## config.mk

```make
export PLATFORM = sky130hd
export DESIGN_NAME = raec_top
export DESIGN_NICKNAME = d
export VERILOG_FILES = /design/src/raec_pkg.sv /design/src/raec_cal_if.sv /design/src/raec_field_cmp.sv /design/src/raec_cal_timer.sv /design/src/raec_top.sv
export SDC_FILE = /design/constraint.sdc
export NUM_CORES = 1
export LEC_CHECK = 0
export BUFFER_PORTS_ARGS = -buffer_cell sky130_fd_sc_hd__buf_2
export CORE_MARGIN = 1
export CORE_UTILIZATION = 54
export DETAILED_ROUTE_END_ITERATION = 12
export PLACE_DENSITY_LB_ADDON = 0.1
export SKIP_CTS_REPAIR_TIMING = 1
export SLEW_MARGIN = 10
export SYNTH_ARGS = -nofsm -noshare
export SYNTH_HDL_FRONTEND = slang
export SYNTH_SLANG_ARGS = --single-unit
```

## constraint.sdc

```tcl
create_clock -name sys_clk -period 9.3 [get_ports sys_clk]
set_clock_uncertainty 0.1 [all_clocks]
set_input_delay 0.93 -clock sys_clk [delete_from_list [all_inputs] [get_ports sys_clk]]
set_output_delay 0.93 -clock sys_clk [all_outputs]
set_load 0.01 [all_outputs]
```

## src/raec_pkg.sv

```systemverilog
// constants shared by the alarm-enable and calibration block
package raec_pkg;

   // ************************************************************
   // register offsets (byte addresses)
   // ************************************************************
   localparam int ADDR_W = 8;
   localparam logic [7:0] ADDR_ALM_TIME = 8'h0C;
   localparam logic [7:0] ADDR_ALM_CAL = 8'h10;
   localparam logic [7:0] ADDR_ALM_EN = 8'h14;
   localparam logic [7:0] ADDR_CAL_CTRL = 8'h18;
   localparam logic [7:0] ADDR_IRQ_STAT = 8'h30;
   localparam logic [7:0] ADDR_IRQ_MASK = 8'h34;

   // ************************************************************
   // writable bits and reset values
   // ************************************************************
   localparam logic [31:0] ALM_TIME_WMASK = 32'h073F7F7F;
   localparam logic [31:0] ALM_CAL_WMASK = 32'hFFFF1F3F;
   localparam logic [31:0] ALM_EN_WMASK = 32'h000000FF;
   localparam logic [31:0] CAL_CTRL_WMASK = 32'h00000003;
   localparam logic [31:0] IRQ_WMASK = 32'h00000003;
   localparam logic [31:0] ALM_TIME_RST = 32'h00000000;
   localparam logic [31:0] ALM_CAL_RST = 32'h00000000;
   localparam logic [7:0] ALM_EN_RST = 8'h00;
   localparam logic [1:0] CAL_CTRL_RST = 2'h0;
   localparam logic [1:0] IRQ_RST = 2'h0;

   // ************************************************************
   // field positions
   // ************************************************************
   localparam int ALM_EN_W = 8;
   localparam int SEC_ON_BIT = 0;
   localparam int MIN_ON_BIT = 1;
   localparam int HOUR_ON_BIT = 2;
   localparam int WDAY_ON_BIT = 3;
   localparam int MDAY_ON_BIT = 4;
   localparam int MONTH_ON_BIT = 5;
   localparam int YEAR_ON_BIT = 6;
   localparam int CENT_ON_BIT = 7;
   localparam int CAL_ON_BIT = 0;
   localparam int CAL_SEL_BIT = 1;
   localparam int IRQ_ALARM_BIT = 0;
   localparam int IRQ_CAL_BIT = 1;
   // lsb and width of each field inside {calendar, time}, by enable bit
   localparam int FLD_LSB [8] = '{0, 8, 16, 24, 32, 40, 48, 56};
   localparam int FLD_W [8] = '{7, 7, 6, 3, 6, 5, 8, 8};

   // ************************************************************
   // calibration period, in seconds
   // ************************************************************
   localparam int CAL_CNT_W = 6;
   localparam logic [5:0] CAL_LONG_SEC = 6'h3C;
   localparam logic [5:0] CAL_SHORT_SEC = 6'h01;

   // ************************************************************
   // bus answers and states
   // ************************************************************
   localparam logic [1:0] RESP_OKAY = 2'h0;
   localparam logic [1:0] RESP_SLVERR = 2'h2;

   typedef enum logic [1:0] {
      WR_COLLECT = 2'b01,
      WR_RESP = 2'b10
   } raec_wr_t;

   typedef enum logic [1:0] {
      RD_IDLE = 2'b01,
      RD_DATA = 2'b10
   } raec_rd_t;

endpackage

```

## src/raec_cal_if.sv

```systemverilog
// calibration control and apply strobe between register file and timer
`timescale 1ns/100ps
`default_nettype none
interface raec_cal_if;
   logic calOn;
   logic calSel;
   logic secTick;
   logic calApply;
   modport ctrl (output calOn, output calSel, output secTick, input calApply);
   modport timer (input calOn, input calSel, input secTick, output calApply);
endinterface
`default_nettype wire

```

## src/raec_field_cmp.sv

```systemverilog
// one alarm field comparison, gated by its enable
`timescale 1ns/100ps
`default_nettype none
module raec_field_cmp #(
   parameter int W = 4
) (
   // field values
   input wire logic [W-1:0] cur,
   input wire logic [W-1:0] alm,
   // field enable
   input wire logic en,
   // result
   output logic hit
);
   // a disabled field never blocks the match
   assign hit = !en || (cur == alm);
endmodule
`default_nettype wire

```

## src/raec_cal_timer.sv

```systemverilog
// calibration period timer: one apply strobe per selected period
`timescale 1ns/100ps
`default_nettype none
module raec_cal_timer
   import raec_pkg::*;
(
   // clock and reset
   input wire logic sys_clk,
   input wire logic rst,
   // control and strobe
   raec_cal_if.timer cal
);
   logic [CAL_CNT_W-1:0] secCnt_r;
   logic [CAL_CNT_W-1:0] secCnt_nxt;
   logic apply_r;
   logic apply_nxt;
   logic [CAL_CNT_W-1:0] period;

   assign period = cal.calSel ? CAL_SHORT_SEC : CAL_LONG_SEC;

   always_comb begin
      secCnt_nxt = secCnt_r;
      apply_nxt = 1'b0;
      if (!cal.calOn) begin
         secCnt_nxt = '0;
      end else if (cal.secTick) begin
         if (secCnt_r >= period - 6'h01) begin
            secCnt_nxt = '0;
            apply_nxt = 1'b1;
         end else begin
            secCnt_nxt = secCnt_r + 6'h01;
         end
      end
   end

   always_ff @(posedge sys_clk or posedge rst) begin
      if (rst) begin
         secCnt_r <= '0;
         apply_r <= 1'b0;
      end else begin
         secCnt_r <= secCnt_nxt;
         apply_r <= apply_nxt;
      end
   end

   assign cal.calApply = apply_r;

   // ************************************************************
   // checks
   // ************************************************************
   // independent count of seconds since the last restart
   logic [6:0] ticks_r;
   logic selPrev_r;
   always_ff @(posedge sys_clk or posedge rst) begin
      if (rst) begin
         ticks_r <= 7'h00;
         selPrev_r <= 1'b0;
      end else begin
         selPrev_r <= cal.calSel;
         if (!cal.calOn || apply_r || cal.calSel != selPrev_r) begin
            ticks_r <= 7'h00;
         end else if (cal.secTick) begin
            ticks_r <= ticks_r + 7'h01;
         end
      end
   end
endmodule
`default_nettype wire

```

## src/raec_top.sv

```systemverilog
// alarm field enables, alarm values and calibration control behind AXI4-Lite
// Function
// century alarm enable, bit 7, resets 0; set adds century to comparison.
// year alarm enable, bit 6, resets 0; set adds year to comparison.
// month alarm enable, bit 5, resets 0; set adds month to comparison.
// day-of-month alarm enable, bit 4, resets 0; set adds it to comparison.
// weekday alarm enable, bit 3, resets 0; set adds weekday to comparison.
// hour alarm enable, bit 2, resets 0; set adds hour to comparison.
// minute alarm enable, bit 1, resets 0; set adds minute to comparison.
// second alarm enable, bit 0, resets 0; set adds seconds to comparison.
// upper enable bits and calibration bits 31:2 read zero, ignore writes.
// calibration enable, bit 0, resets 0; calibration runs only while set.
// period select bit 1: zero gives 60 seconds, one gives 1 second.
// alarm values per field are BCD tens and units, written by software.
// alarm matches when running time and calendar equal the alarm values.
// match only when all enabled fields equal; none enabled, never match.
// one calibration correction at the end of each selected period.
`timescale 1ns/100ps
`default_nettype none
module raec_top
   import raec_pkg::*;
(
   // clock and reset
   input wire logic sys_clk,
   input wire logic rst,
   // axi4-lite write
   input wire logic [ADDR_W-1:0] s_axi_awaddr,
   input wire logic s_axi_awvalid,
   output logic s_axi_awready,
   input wire logic [31:0] s_axi_wdata,
   input wire logic [3:0] s_axi_wstrb,
   input wire logic s_axi_wvalid,
   output logic s_axi_wready,
   output logic [1:0] s_axi_bresp,
   output logic s_axi_bvalid,
   input wire logic s_axi_bready,
   // axi4-lite read
   input wire logic [ADDR_W-1:0] s_axi_araddr,
   input wire logic s_axi_arvalid,
   output logic s_axi_arready,
   output logic [31:0] s_axi_rdata,
   output logic [1:0] s_axi_rresp,
   output logic s_axi_rvalid,
   input wire logic s_axi_rready,
   // running time and calendar from the counters
   input wire logic [31:0] curTime,
   input wire logic [31:0] curCal,
   input wire logic secTick,
   // to the counters and trigger logic
   output logic [ALM_EN_W-1:0] alarmFieldOn,
   output logic [31:0] alarmTimeValues,
   output logic [31:0] alarmCalendarValues,
   output logic alarmMatch,
   output logic calFunctionOn,
   output logic calPeriodSelect,
   output logic calApply,
   output logic irq
);

   // ************************************************************
   // declarations
   // ************************************************************
   raec_wr_t wrState_r, wrState_nxt;
   raec_rd_t rdState_r, rdState_nxt;
   logic awHeld_r, awHeld_nxt;
   logic wHeld_r, wHeld_nxt;
   logic [ADDR_W-1:0] awAddr_r, awAddr_nxt;
   logic [31:0] wData_r, wData_nxt;
   logic [3:0] wStrb_r, wStrb_nxt;
   logic [1:0] bResp_r, bResp_nxt;
   logic [31:0] rData_r, rData_nxt;
   logic [1:0] rResp_r, rResp_nxt;
   logic wrEn;
   logic [31:0] almTime_r, almTime_nxt;
   logic [31:0] almCal_r, almCal_nxt;
   logic [ALM_EN_W-1:0] almEn_r, almEn_nxt;
   logic [1:0] calCtrl_r, calCtrl_nxt;
   logic [1:0] irqStat_r, irqStat_nxt;
   logic [1:0] irqMask_r, irqMask_nxt;
   logic match_r, match_nxt;
   logic [1:0] events;
   logic [63:0] curAll;
   logic [63:0] almAll;
   logic [ALM_EN_W-1:0] fieldHit;
   raec_cal_if calBus ();

   // ************************************************************
   // helpers
   // ************************************************************
   // byte-lane merge; bits outside the mask stay as they were
   function automatic logic [31:0] merge(input logic [31:0] old, input logic [31:0] data,
                                         input logic [3:0] strb, input logic [31:0] mask);
      logic [31:0] lanes;
      lanes = {{8{strb[3]}}, {8{strb[2]}}, {8{strb[1]}}, {8{strb[0]}}} & mask;
      return (old & ~lanes) | (data & lanes);
   endfunction
   function automatic logic mapped(input logic [ADDR_W-1:0] a);
      return a == ADDR_ALM_TIME || a == ADDR_ALM_CAL || a == ADDR_ALM_EN
         || a == ADDR_CAL_CTRL || a == ADDR_IRQ_STAT || a == ADDR_IRQ_MASK;
   endfunction

   // ************************************************************
   // axi write channel
   // ************************************************************
   assign s_axi_awready = (wrState_r == WR_COLLECT) && !awHeld_r;
   assign s_axi_wready = (wrState_r == WR_COLLECT) && !wHeld_r;
   assign s_axi_bvalid = (wrState_r == WR_RESP);
   assign s_axi_bresp = bResp_r;
   // address and data may come in either order; commit once both are held
   assign wrEn = (wrState_r == WR_COLLECT) && awHeld_r && wHeld_r;
   always_comb begin
      wrState_nxt = wrState_r;
      awHeld_nxt = awHeld_r;
      wHeld_nxt = wHeld_r;
      awAddr_nxt = awAddr_r;
      wData_nxt = wData_r;
      wStrb_nxt = wStrb_r;
      bResp_nxt = bResp_r;
      case (wrState_r)
         WR_COLLECT: begin
            if (s_axi_awvalid && s_axi_awready) begin
               awHeld_nxt = 1'b1;
               awAddr_nxt = s_axi_awaddr;
            end
            if (s_axi_wvalid && s_axi_wready) begin
               wHeld_nxt = 1'b1;
               wData_nxt = s_axi_wdata;
               wStrb_nxt = s_axi_wstrb;
            end
            if (wrEn) begin
               bResp_nxt = mapped(awAddr_r) ? RESP_OKAY : RESP_SLVERR;
               wrState_nxt = WR_RESP;
            end
         end
         WR_RESP: begin
            if (s_axi_bready) begin
               awHeld_nxt = 1'b0;
               wHeld_nxt = 1'b0;
               wrState_nxt = WR_COLLECT;
            end
         end
         default: begin
            wrState_nxt = WR_COLLECT;
            awHeld_nxt = 1'b0;
            wHeld_nxt = 1'b0;
         end
      endcase
   end
   always_ff @(posedge sys_clk or posedge rst) begin
      if (rst) begin
         wrState_r <= WR_COLLECT;
         awHeld_r <= 1'b0;
         wHeld_r <= 1'b0;
         awAddr_r <= '0;
         wData_r <= 32'h00000000;
         wStrb_r <= 4'h0;
         bResp_r <= RESP_OKAY;
      end else begin
         wrState_r <= wrState_nxt;
         awHeld_r <= awHeld_nxt;
         wHeld_r <= wHeld_nxt;
         awAddr_r <= awAddr_nxt;
         wData_r <= wData_nxt;
         wStrb_r <= wStrb_nxt;
         bResp_r <= bResp_nxt;
      end
   end

   // ************************************************************
   // axi read channel
   // ************************************************************
   assign s_axi_arready = (rdState_r == RD_IDLE);
   assign s_axi_rvalid = (rdState_r == RD_DATA);
   assign s_axi_rdata = rData_r;
   assign s_axi_rresp = rResp_r;
   always_comb begin
      rdState_nxt = rdState_r;
      rData_nxt = rData_r;
      rResp_nxt = rResp_r;
      case (rdState_r)
         RD_IDLE: begin
            if (s_axi_arvalid) begin
               rResp_nxt = mapped(s_axi_araddr) ? RESP_OKAY : RESP_SLVERR;
               rData_nxt = 32'h00000000;
               case (s_axi_araddr)
                  ADDR_ALM_TIME: rData_nxt = almTime_r;
                  ADDR_ALM_CAL: rData_nxt = almCal_r;
                  ADDR_ALM_EN: rData_nxt = {24'h000000, almEn_r};
                  ADDR_CAL_CTRL: rData_nxt = {30'h00000000, calCtrl_r};
                  ADDR_IRQ_STAT: rData_nxt = {30'h00000000, irqStat_r};
                  ADDR_IRQ_MASK: rData_nxt = {30'h00000000, irqMask_r};
                  default: rData_nxt = 32'h00000000;
               endcase
               rdState_nxt = RD_DATA;
            end
         end
         RD_DATA: begin
            if (s_axi_rready) begin
               rdState_nxt = RD_IDLE;
            end
         end
         default: rdState_nxt = RD_IDLE;
      endcase
   end
   always_ff @(posedge sys_clk or posedge rst) begin
      if (rst) begin
         rdState_r <= RD_IDLE;
         rData_r <= 32'h00000000;
         rResp_r <= RESP_OKAY;
      end else begin
         rdState_r <= rdState_nxt;
         rData_r <= rData_nxt;
         rResp_r <= rResp_nxt;
      end
   end

   // ************************************************************
   // register file
   // ************************************************************
   // alarm event fires on the rising edge of the match, not while it lasts
   assign events[IRQ_ALARM_BIT] = match_nxt && !match_r;
   assign events[IRQ_CAL_BIT] = calBus.calApply;
   always_comb begin
      logic [31:0] en32;
      logic [31:0] cc32;
      logic [31:0] st32;
      logic [31:0] mk32;
      en32 = merge({24'h000000, almEn_r}, wData_r, wStrb_r, ALM_EN_WMASK);
      cc32 = merge({30'h00000000, calCtrl_r}, wData_r, wStrb_r, CAL_CTRL_WMASK);
      st32 = wData_r & {{24{1'b0}}, {8{wStrb_r[0]}}} & IRQ_WMASK;
      mk32 = merge({30'h00000000, irqMask_r}, wData_r, wStrb_r, IRQ_WMASK);
      almTime_nxt = almTime_r;
      almCal_nxt = almCal_r;
      almEn_nxt = almEn_r;
      calCtrl_nxt = calCtrl_r;
      irqMask_nxt = irqMask_r;
      irqStat_nxt = irqStat_r;
      if (wrEn) begin
         case (awAddr_r)
            ADDR_ALM_TIME: almTime_nxt = merge(almTime_r, wData_r, wStrb_r, ALM_TIME_WMASK);
            ADDR_ALM_CAL: almCal_nxt = merge(almCal_r, wData_r, wStrb_r, ALM_CAL_WMASK);
            ADDR_ALM_EN: almEn_nxt = en32[ALM_EN_W-1:0];
            ADDR_CAL_CTRL: calCtrl_nxt = cc32[1:0];
            ADDR_IRQ_STAT: irqStat_nxt = irqStat_r & ~st32[1:0];
            ADDR_IRQ_MASK: irqMask_nxt = mk32[1:0];
            default: irqMask_nxt = irqMask_r;
         endcase
      end
      // a new event wins over a clear in the same cycle
      irqStat_nxt = irqStat_nxt | events;
   end
   always_ff @(posedge sys_clk or posedge rst) begin
      if (rst) begin
         almTime_r <= ALM_TIME_RST;
         almCal_r <= ALM_CAL_RST;
         almEn_r <= ALM_EN_RST;
         calCtrl_r <= CAL_CTRL_RST;
         irqStat_r <= IRQ_RST;
         irqMask_r <= IRQ_RST;
      end else begin
         almTime_r <= almTime_nxt;
         almCal_r <= almCal_nxt;
         almEn_r <= almEn_nxt;
         calCtrl_r <= calCtrl_nxt;
         irqStat_r <= irqStat_nxt;
         irqMask_r <= irqMask_nxt;
      end
   end

   // ************************************************************
   // alarm comparison
   // ************************************************************
   assign curAll = {curCal, curTime};
   assign almAll = {almCal_r, almTime_r};
   for (genvar i = 0; i < ALM_EN_W; i++) begin : gFld
      raec_field_cmp #(
         .W(FLD_W[i])
      ) uCmp (
         .cur(curAll[FLD_LSB[i] +: FLD_W[i]]),
         .alm(almAll[FLD_LSB[i] +: FLD_W[i]]),
         .en(almEn_r[i]),
         .hit(fieldHit[i])
      );
   end
   // with no field enabled the all-hit would be trivially true
   assign match_nxt = (|almEn_r) && (&fieldHit);
   always_ff @(posedge sys_clk or posedge rst) begin
      if (rst) begin
         match_r <= 1'b0;
      end else begin
         match_r <= match_nxt;
      end
   end

   // ************************************************************
   // calibration
   // ************************************************************
   assign calBus.calOn = calCtrl_r[CAL_ON_BIT];
   assign calBus.calSel = calCtrl_r[CAL_SEL_BIT];
   assign calBus.secTick = secTick;
   raec_cal_timer uCal (
      .sys_clk(sys_clk),
      .rst(rst),
      .cal(calBus.timer)
   );

   // ************************************************************
   // outputs
   // ************************************************************
   assign alarmFieldOn = almEn_r;
   assign alarmTimeValues = almTime_r;
   assign alarmCalendarValues = almCal_r;
   assign alarmMatch = match_r;
   assign calFunctionOn = calCtrl_r[CAL_ON_BIT];
   assign calPeriodSelect = calCtrl_r[CAL_SEL_BIT];
   assign calApply = calBus.calApply;
   assign irq = |(irqStat_r & irqMask_r);

   // ************************************************************
   // checks
   // ************************************************************
   logic [ADDR_W-1:0] rdAddr_r;
   always_ff @(posedge sys_clk or posedge rst) begin
      if (rst) begin
         rdAddr_r <= '0;
      end else if (s_axi_arvalid && s_axi_arready) begin
         rdAddr_r <= s_axi_araddr;
      end
   end
endmodule
`default_nettype wire

```

* Word-level counts from Yosys, hierarchy flattened
Cells that the tools add are included.
Word-level totals: input port bits 124, output and inout port bits 118, memories 0, ROM bits 0, latch bits 0, register bits 172, word-level logic and storage cells 151, RAM bits 0
Operators by class: bitwise logic cells 22, $mul 0, magnitude comparators 1, equal/unequal tests 31, shift-type cells 0, div/mod/pow operators 0, muxes and demuxes 23, reductions and logical operators 53, add/subtract/negate cells 2
Operator list (number):
- $pmux 32 s6 | 1
- $and 32x32->32 | 3
- $or 32x32->32 | 2
- $eq 8x5->1 const B | 6
- $and 32x27->32 | 1
- $eq 8x6->1 const B | 4
- $not 27->32 | 1
- $not 32->32 | 1
- $reduce_and 2->1 | 13
- $mux 6 | 4
- $logic_or 1x1->1 | 18
- $and 8x8->8 | 2
- $eq 8x4->1 const B | 2
- $eq 8x8->1 | 2
- $mux 2 | 8
- $eq 7x7->1 | 2
- $eq 6x6->1 | 2
- $logic_not 1->1 | 11
- $and 2x2->2 | 5
- $logic_and 1x1->1 | 8
- $ne 2x1->1 const B | 4
- $not 8->8 | 1
- $or 8x8->8 | 1
- $pmux 2 s2 | 2
- 15 further kinds | 28

* Logic depth before layout (Yosys ltp)
Gate-level depths: netlist of run 1.
depth in word-level cells 7, gate-level depth with buffers 8

* Modules after synthesis
Synthesis of run 1 repeated with hierarchy kept, for this count alone.
Second synthesis, totals: cells, all modules 588, area, all modules 7254.5 sq um
Modules (own cells, without submodules):
- raec_top | instances 1, cells each 473, area each 6182.2 sq um, sequential area each 3681.0 sq um
- raec_cal_timer | instances 1, cells each 48, area each 496.7 sq um, sequential area each 175.2 sq um
- raec_field_cmp (gFld[6].uCmp ...) | instances 2, cells each 11, area each 87.6 sq um, sequential area each 0.0 sq um
- raec_field_cmp (gFld[0].uCmp ...) | instances 2, cells each 9, area each 83.8 sq um, sequential area each 0.0 sq um
- raec_field_cmp (gFld[2].uCmp ...) | instances 2, cells each 8, area each 71.3 sq um, sequential area each 0.0 sq um
- raec_field_cmp (gFld[5].uCmp) | instances 1, cells each 7, area each 56.3 sq um, sequential area each 0.0 sq um
- raec_field_cmp (gFld[3].uCmp) | instances 1, cells each 4, area each 33.8 sq um, sequential area each 0.0 sq um

* Least setup slack after synthesis of run 1
Ideal clock, no wire load.
path kind in2reg, from input s_axi_araddr[7], to register rData_r[12], in the netlist s_axi_rdata[12], stages 6, library setup time 83 ps, path slack 6780 ps, data arrival time 2337 ps, cells stage by stage or4_1 -> buf_2 -> nor4_4 -> buf_4 -> a22oi_1 -> o21ai_0
Between the ends: longest elaborated chain between the ends 2, elaborated cells on any way between the ends 7, classes of those cells 6 x eq/ne; 1 x mux
RTL lines:
- from (decl) | line raec_top.sv:38 | input wire logic [ADDR_W-1:0] s_axi_araddr,
- $eq 8x6->1 (tied with other cells) | line raec_top.sv:185 | case (s_axi_araddr)
- $pmux 32 s6 * | line raec_top.sv:185
- to (signal assigned) | line raec_top.sv:212 | rData_r <= rData_nxt;
- to (decl) | line raec_top.sv:71 | logic [31:0] rData_r, rData_nxt;
Mark *: on every way between the ends. The rest lies on a longest branch, timed or not. A chain may end at the register's enable or synchronous reset.

* Final worst setup path of run 1
from input curTime[3], to register irqStat_r[0]
Between the ends: longest elaborated chain between the ends 6
RTL lines:
- from (decl) | line raec_top.sv:46 | input wire logic [31:0] curTime,
- $eq 7x7->1 | line raec_field_cmp.sv:16 | assign hit = !en || (cur == alm);
- $logic_or 1x1->1 | line raec_field_cmp.sv:16
- $reduce_and 8->1 | line raec_top.sv:286 | assign match_nxt = (|almEn_r) && (&fieldHit);
- $logic_and 1x1->1 | line raec_top.sv:286
- via match_nxt | line raec_top.sv:80 | logic match_r, match_nxt;
- $logic_and 1x1->1 | line raec_top.sv:221 | assign events[IRQ_ALARM_BIT] = match_nxt && !match_r;
- $or 2x2->2 | line raec_top.sv:250 | irqStat_nxt = irqStat_nxt | events;
- via irqStat_nxt[0] | line raec_top.sv:78 | logic [1:0] irqStat_r, irqStat_nxt;
- to (signal assigned) | line raec_top.sv:265 | irqStat_r <= irqStat_nxt;
- to (decl) | line raec_top.sv:78
The timed path passes the listed nets, and every way through them passes these cells.

==> results of run 1 <==
==> critical path, cell delays in order <==
cell and delay [ps]:
buf_2 100, xnor2_1 280, nand4_1 200, o41ai_1 470, nand4_1 170, a2111oi_0 670, a22o_1 240
==> report_power, final <==
part | leakage, nW | switching (mW) | total, mW | internal (mW)
sequential | 2.03 | 0.142 | 0.959 | 0.817
clock | 0.282 | 0.268 | 0.723 | 0.455
combinational | 2.21 | 0.191 | 0.418 | 0.228
==> logic make-up (layout without fill, tap and decap cells) <==
logic type	Yosys count	count (layout)	share of synthesized area, %
mux	107	107	16.6
xor+xnor	50	50	6.06
compound gates	79	79	7.50
fa+ha+maj	6	6	1.04
flops	154	154	53.4
simple gates	142	142	10.9
other cells	1	17	0.0519
buf+inv	56	254	4.45
==> cell type report <==
cell class	instances	area, sq um	area share, %
inverter	9	38.8	0.435
tap	172	215	2.41
multi-input combinational	401	3120	34.9
clock buffer	21	450	5.05
sequential	154	3860	43.2
clock inverter	11	170	1.91
timing repair buffer	213	1080	12.1
==> cells in the final DEF (no fill, tap or decap), types with 5 or more instances in the layout <==
master and instances:
buf_2 209, dfrtp_1 152, mux2_2 105, nand2_1 60
xnor2_1 37, o21ai_0 24, a22oi_1 17, conb_1 17
clkbuf_16 17, nand3_1 15, xor2_1 13, nor2_1 12
nand4_1 9, and2_1 8, inv_1 7, nand2b_1 6
nor2b_1 6, ha_1 6, clkinvlp_4 6, a21oi_1 5
==> stage by stage <==
| step | cell area (sq um) | hold WS, ps | std cells |
|---|---|---|---|
| global route | 8920 | 394 | 981 |
| CTS | 8920 | 363 | 981 |
| detailed placement | 8300 | 350 | 949 |
| floorplan | 7280 | 372 | 611 |
| finish | 8920 | 358 | 981 |
| global placement | 8300 | 346 | 949 |
==> metal layers <==
layer  wire, um  track usage (%)
met5         13                0
met4        192             8.01
met3       1060             6.35
met2       8990             44.8
met1       7540             34.6
==> path summary, 6_finish.rpt <==
path | depth (start not counted) | to | startpoint
max in group asynchronous | 3 | async pin | rst
worst min-delay path | 2 | s_axi_rdata[29]$_DFFE_PP0P_ | s_axi_rdata[29]$_DFFE_PP0P_
worst max register to register | 6 | irqStat_r[0]$_DFF_PP0_ | register
worst max-delay path | 7 | irqStat_r[0]$_DFF_PP0_ | curTime[3]
worst min register to register | 2 | s_axi_rdata[29]$_DFFE_PP0P_ | s_axi_rdata[29]$_DFFE_PP0P_
min in group asynchronous | 2 | wData_r[29]$_DFFE_PP0P_ | rst
==> impl_metrics.env, run 1 <==
export IMPL_relSlewSlack_pct=34.8
export IMPL_synth_warning_count=0
export IMPL_viasPerCell=5.38
export IMPL_rows=41
export IMPL_syn2layout_area_growth_pct=23.5
export IMPL_crit_required_ps=9560
export IMPL_hold_violations=0
export IMPL_final_nets=926
export IMPL_synth_top_area_share_pct=52.6
export IMPL_io_buffers=209
export IMPL_final_min_clock_period_ps=2800
export IMPL_syn_area_per_cell_sq_um=12.1
export IMPL_syn_inst=595
export IMPL_max_freq_mhz=357
export IMPL_maxSlewViolCount=0
export IMPL_finalCritPeriodShare_pct=30.2
export IMPL_tightest_slew_ps=979
export IMPL_finalWirelength_um=17800
export IMPL_synthFlopType="dfrtp_1"
export IMPL_ff2ff_setup_slack_ps=6630
export IMPL_path_clk_slew_ps=60
export IMPL_rsz0062_at_grt="false"
export IMPL_criticalPathCategory="in2reg"
export IMPL_cts_sinks=154
export IMPL_ys_ff_latch=154
export IMPL_fin_ws_ps=6500
export IMPL_die_x_um=118
export IMPL_drc=0
export IMPL_routedWlPerCell_um=18.1
export IMPL_yosys_area_top_type="dfrtp_1"
export IMPL_routabilityCongestion=0.797
export IMPL_htree_num_levels=4
export IMPL_total_power_mw=2.10
export IMPL_yosysMostFrequentCell="dfrtp_1"
export IMPL_antenna_found_initial=1
export IMPL_drt_iter0_markers=297
export IMPL_ir_drop_uv=224
export IMPL_vias=5281
export IMPL_ant_nets=0
export IMPL_pin_count=242
export IMPL_overflow=0
export IMPL_post_place_ws_ps=6100
export IMPL_synthTopCellsByCount="dfrtp_1, mux2_2, nand2_1"
export IMPL_yosysSeqAreaShare_pct=53.4
export IMPL_numCtsBuffers=17
export IMPL_crit_path_start_kind="primary input"
export IMPL_drive_above_1_share_pct=44.6
export IMPL_path_max_fanout=2
export IMPL_dr_pass1_iters=5
export IMPL_setup_viol=0
export IMPL_cts_tree="done"
export IMPL_dieArea_sq_mm=0.0138
export IMPL_cts_buffer_depth=2
export IMPL_initial_utilization_pct=56.3
export IMPL_clock_latency_ps=420
export IMPL_synthTopCellsByArea="dfrtp_1, mux2_2, xnor2_1"
export IMPL_syn_area_sq_mm=0.00722
export IMPL_coreArea_sq_mm=0.0128
export IMPL_leakagePower_nw=4.52
export IMPL_arrival_ps=3060
export IMPL_status="complete, no violations"
export IMPL_fin_setup_tns_ps=0
export IMPL_p_per_area_mw_per_mm2=235
export IMPL_ctsRootBufferMaster="clkbuf_16"
export IMPL_dp_hpwl_um=12800
export IMPL_dieHeight_um=118
export IMPL_end_kind="register"
export IMPL_fill_cells=1010
export IMPL_maxCapViolCount=0
export IMPL_grt_max_degree=102
export IMPL_antenna_cells=0
export IMPL_grt_pass1_vias=5221
export IMPL_grt_pass1_wl_um=28100
export IMPL_hold_class="reg2reg"
export IMPL_fin_util_pct=69.6
export IMPL_synth_edff_count=0
export IMPL_track_usage_pct=26.8
export IMPL_synth_distinct_cells=57
export IMPL_async_reset_ff_share_pct=100
No activity file was read; power rests on OpenSTA's default activity.
==> run 2: changes to the inputs <==
--- a/config.mk
+++ b/config.mk
@@ -7,7 +7,7 @@
 export LEC_CHECK = 0
 export BUFFER_PORTS_ARGS = -buffer_cell sky130_fd_sc_hd__buf_2
 export CORE_MARGIN = 1
-export CORE_UTILIZATION = 54
+export CORE_UTILIZATION = 51
 export DETAILED_ROUTE_END_ITERATION = 12
 export PLACE_DENSITY_LB_ADDON = 0.1
 export SKIP_CTS_REPAIR_TIMING = 1
==> constraint.sdc (replaced) <==
create_clock -name sys_clk -period 2.7 [get_ports sys_clk]
set_clock_uncertainty 0.1 [all_clocks]
set_input_delay 0.27 -clock sys_clk [delete_from_list [all_inputs] [get_ports sys_clk]]
set_output_delay 0.27 -clock sys_clk [all_outputs]
set_load 0.01 [all_outputs]
==> run 2 against run 1 <==
Against the previous run: the flow now finishes with violations (hold timing); final cell count rose by 6.0%; critical path depth decreased by 1; final area rose by 5.3%; worst hold slack worse by 380 ps; global-route usage fell by 0.58 points; non-clock buffer count grew 49; setup slack lost 6300 ps; flip-flop and latch count unchanged; largest power group unchanged.
==> impl_metrics.env, run 2 (synthesized netlist as in run 1, its figures left out) <==
export IMPL_finalCritPeriodShare_pct=92.1
export IMPL_dp_hpwl_um=12800
export IMPL_dieHeight_um=121
export IMPL_leakagePower_nw=4.74
export IMPL_drt_iter0_markers=316
export IMPL_grt_max_degree=155
export IMPL_routed_top_layer="met4"
export IMPL_final_common_cell="buf_2"
export IMPL_relSlewSlack_pct=45.5
export IMPL_dieArea_sq_mm=0.0146
export IMPL_overflow=0
export IMPL_ff_latch_area_sq_mm=0.00386
export IMPL_status="complete, but fails checks"
export IMPL_ant_nets=0
export IMPL_antenna_found_initial=2
export IMPL_maxSlewViolCount=0
export IMPL_routabilityCongestion=0.832
export IMPL_max_freq_mhz=402
export IMPL_rows=43
export IMPL_tightest_slew_ps=818
export IMPL_violations="hold timing"
export IMPL_wl_met1_um=7950
export IMPL_crit_required_ps=2900
export IMPL_ctsRootBufferMaster="clkbuf_16"
export IMPL_layout_common_cells="buf_2, dfrtp_1, mux2_2"
export IMPL_path_clk_slew_ps=60
export IMPL_grt_pass1_vias=5387
export IMPL_drive_above_1_share_pct=42.5
export IMPL_pin_count=242
export IMPL_clock_latency_ps=420
export IMPL_setup_viol=0
export IMPL_criticalPathCategory="reg2reg"
export IMPL_end_kind="register"
export IMPL_cts_tree="done"
export IMPL_initial_utilization_pct=52.2
export IMPL_cts_sinks=154
export IMPL_track_usage_pct=26.2
export IMPL_die_x_um=121
export IMPL_coreArea_sq_mm=0.0138
export IMPL_viasPerCell=5.33
export IMPL_final_min_clock_period_ps=2490
export IMPL_p_per_area_mw_per_mm2=768
export IMPL_io_buffers=209
export IMPL_htree_num_levels=4
export IMPL_numCtsBuffers=17
export IMPL_vias=5539
export IMPL_maxCapViolCount=0
export IMPL_syn2layout_area_growth_pct=30.1
export IMPL_fin_setup_tns_ps=0
export IMPL_dr_pass1_iters=5
export IMPL_cts_buffer_depth=2
export IMPL_dr_wl_met3_um=1080
export IMPL_routedWlPerCell_um=17.9
export IMPL_drc=0
export IMPL_rsz0062_at_grt="false"
export IMPL_grt_pass1_wl_um=28500
export IMPL_ir_drop_uv=738
export IMPL_arrival_ps=2690
export IMPL_hold_violations=8
export IMPL_hold_class="in2async"
export IMPL_crit_path_start_kind="register"
export IMPL_final_nets=975
export IMPL_finalWirelength_um=18600
export IMPL_path_max_fanout=8
export IMPL_fin_hold_ws_ps=-24.8
export IMPL_fill_cells=1068
export IMPL_routed_wl_met2_um=9320
export IMPL_multi_input_area_sq_mm=0.00312
## run 2: power by group
| group | internal [mW] | switching [mW] | leakage [nW] |
|---|---|---|---|
| Clock | 1.47 | 0.904 | 0.291 |
| Sequential | 2.81 | 0.493 | 2.03 |
| Combinational | 0.860 | 0.678 | 2.42 |
| Total | 5.14 | 2.07 | 4.74 |
## run 2: final cells by class
| cell class | instances | share of cell area, % |
|---|---|---|
| diodes | 2 | 0.0532 |
| repair buffers | 262 | 16.8 |
| clock inverters | 10 | 1.33 |
| multi-input cells | 401 | 33.2 |
| well taps | 180 | 2.40 |
| inverters | 9 | 0.399 |
| clock buffers | 22 | 4.83 |
| flip-flops and latches | 154 | 41.0 |
## run 2: metal layers
metal	track usage, %	vias to the layer above
li1	-	2571
met1	33.8	2770
met2	42.2	180
met3	7.38	18
met4	9.41	0
met5	0	-
## run 2: stage by stage
stage | std cells | instance area, sq um | setup WS, ps | total power, mW | util [%]
final | 1040 | 9400 | 214 | 7.22 | 68.0
after global routing | 1040 | 9400 | 72.3 | 7.57 | 68.0
after CTS | 994 | 8950 | 169 | 7.22 | 64.8
after detailed placement | 962 | 8370 | 181 | 4.84 | 60.6
after global placement | 962 | 8370 | 220 | 4.75 | 60.6
after floorplan | 611 | 7290 | 387 | 4.26 | -
## run 2: path summary, 6_finish.rpt
| check | startpoint | to | slack (ps) | depth (start not counted) |
|---|---|---|---|---|
| max | awAddr_r[7]$_DFFE_PP0P_ | register | 210 | 6 |
| min reg2reg | s_axi_rdata[13]$_DFFE_PP0P_ | s_axi_rdata[13]$_DFFE_PP0P_ | 360 | 2 |
| min | rst | wData_r[29]$_DFFE_PP0P_ | -20 | 3 |
| min in group sys_clk | s_axi_wvalid | wHeld_r$_DFFE_PP0P_ | 0 | 2 |
| max in group asynchronous | rst | async pin | 1920 | 3 |
| max reg2reg | awAddr_r[7]$_DFFE_PP0P_ | register | 210 | 6 |
## run 2: worst max-delay path: stages (launching register included)
cell	delay (ps)
dfrtp_1	370
or4_4	550
nor2_4	140
nand3_1	120
nor2_1	240
and2_1	450
mux2_2	400
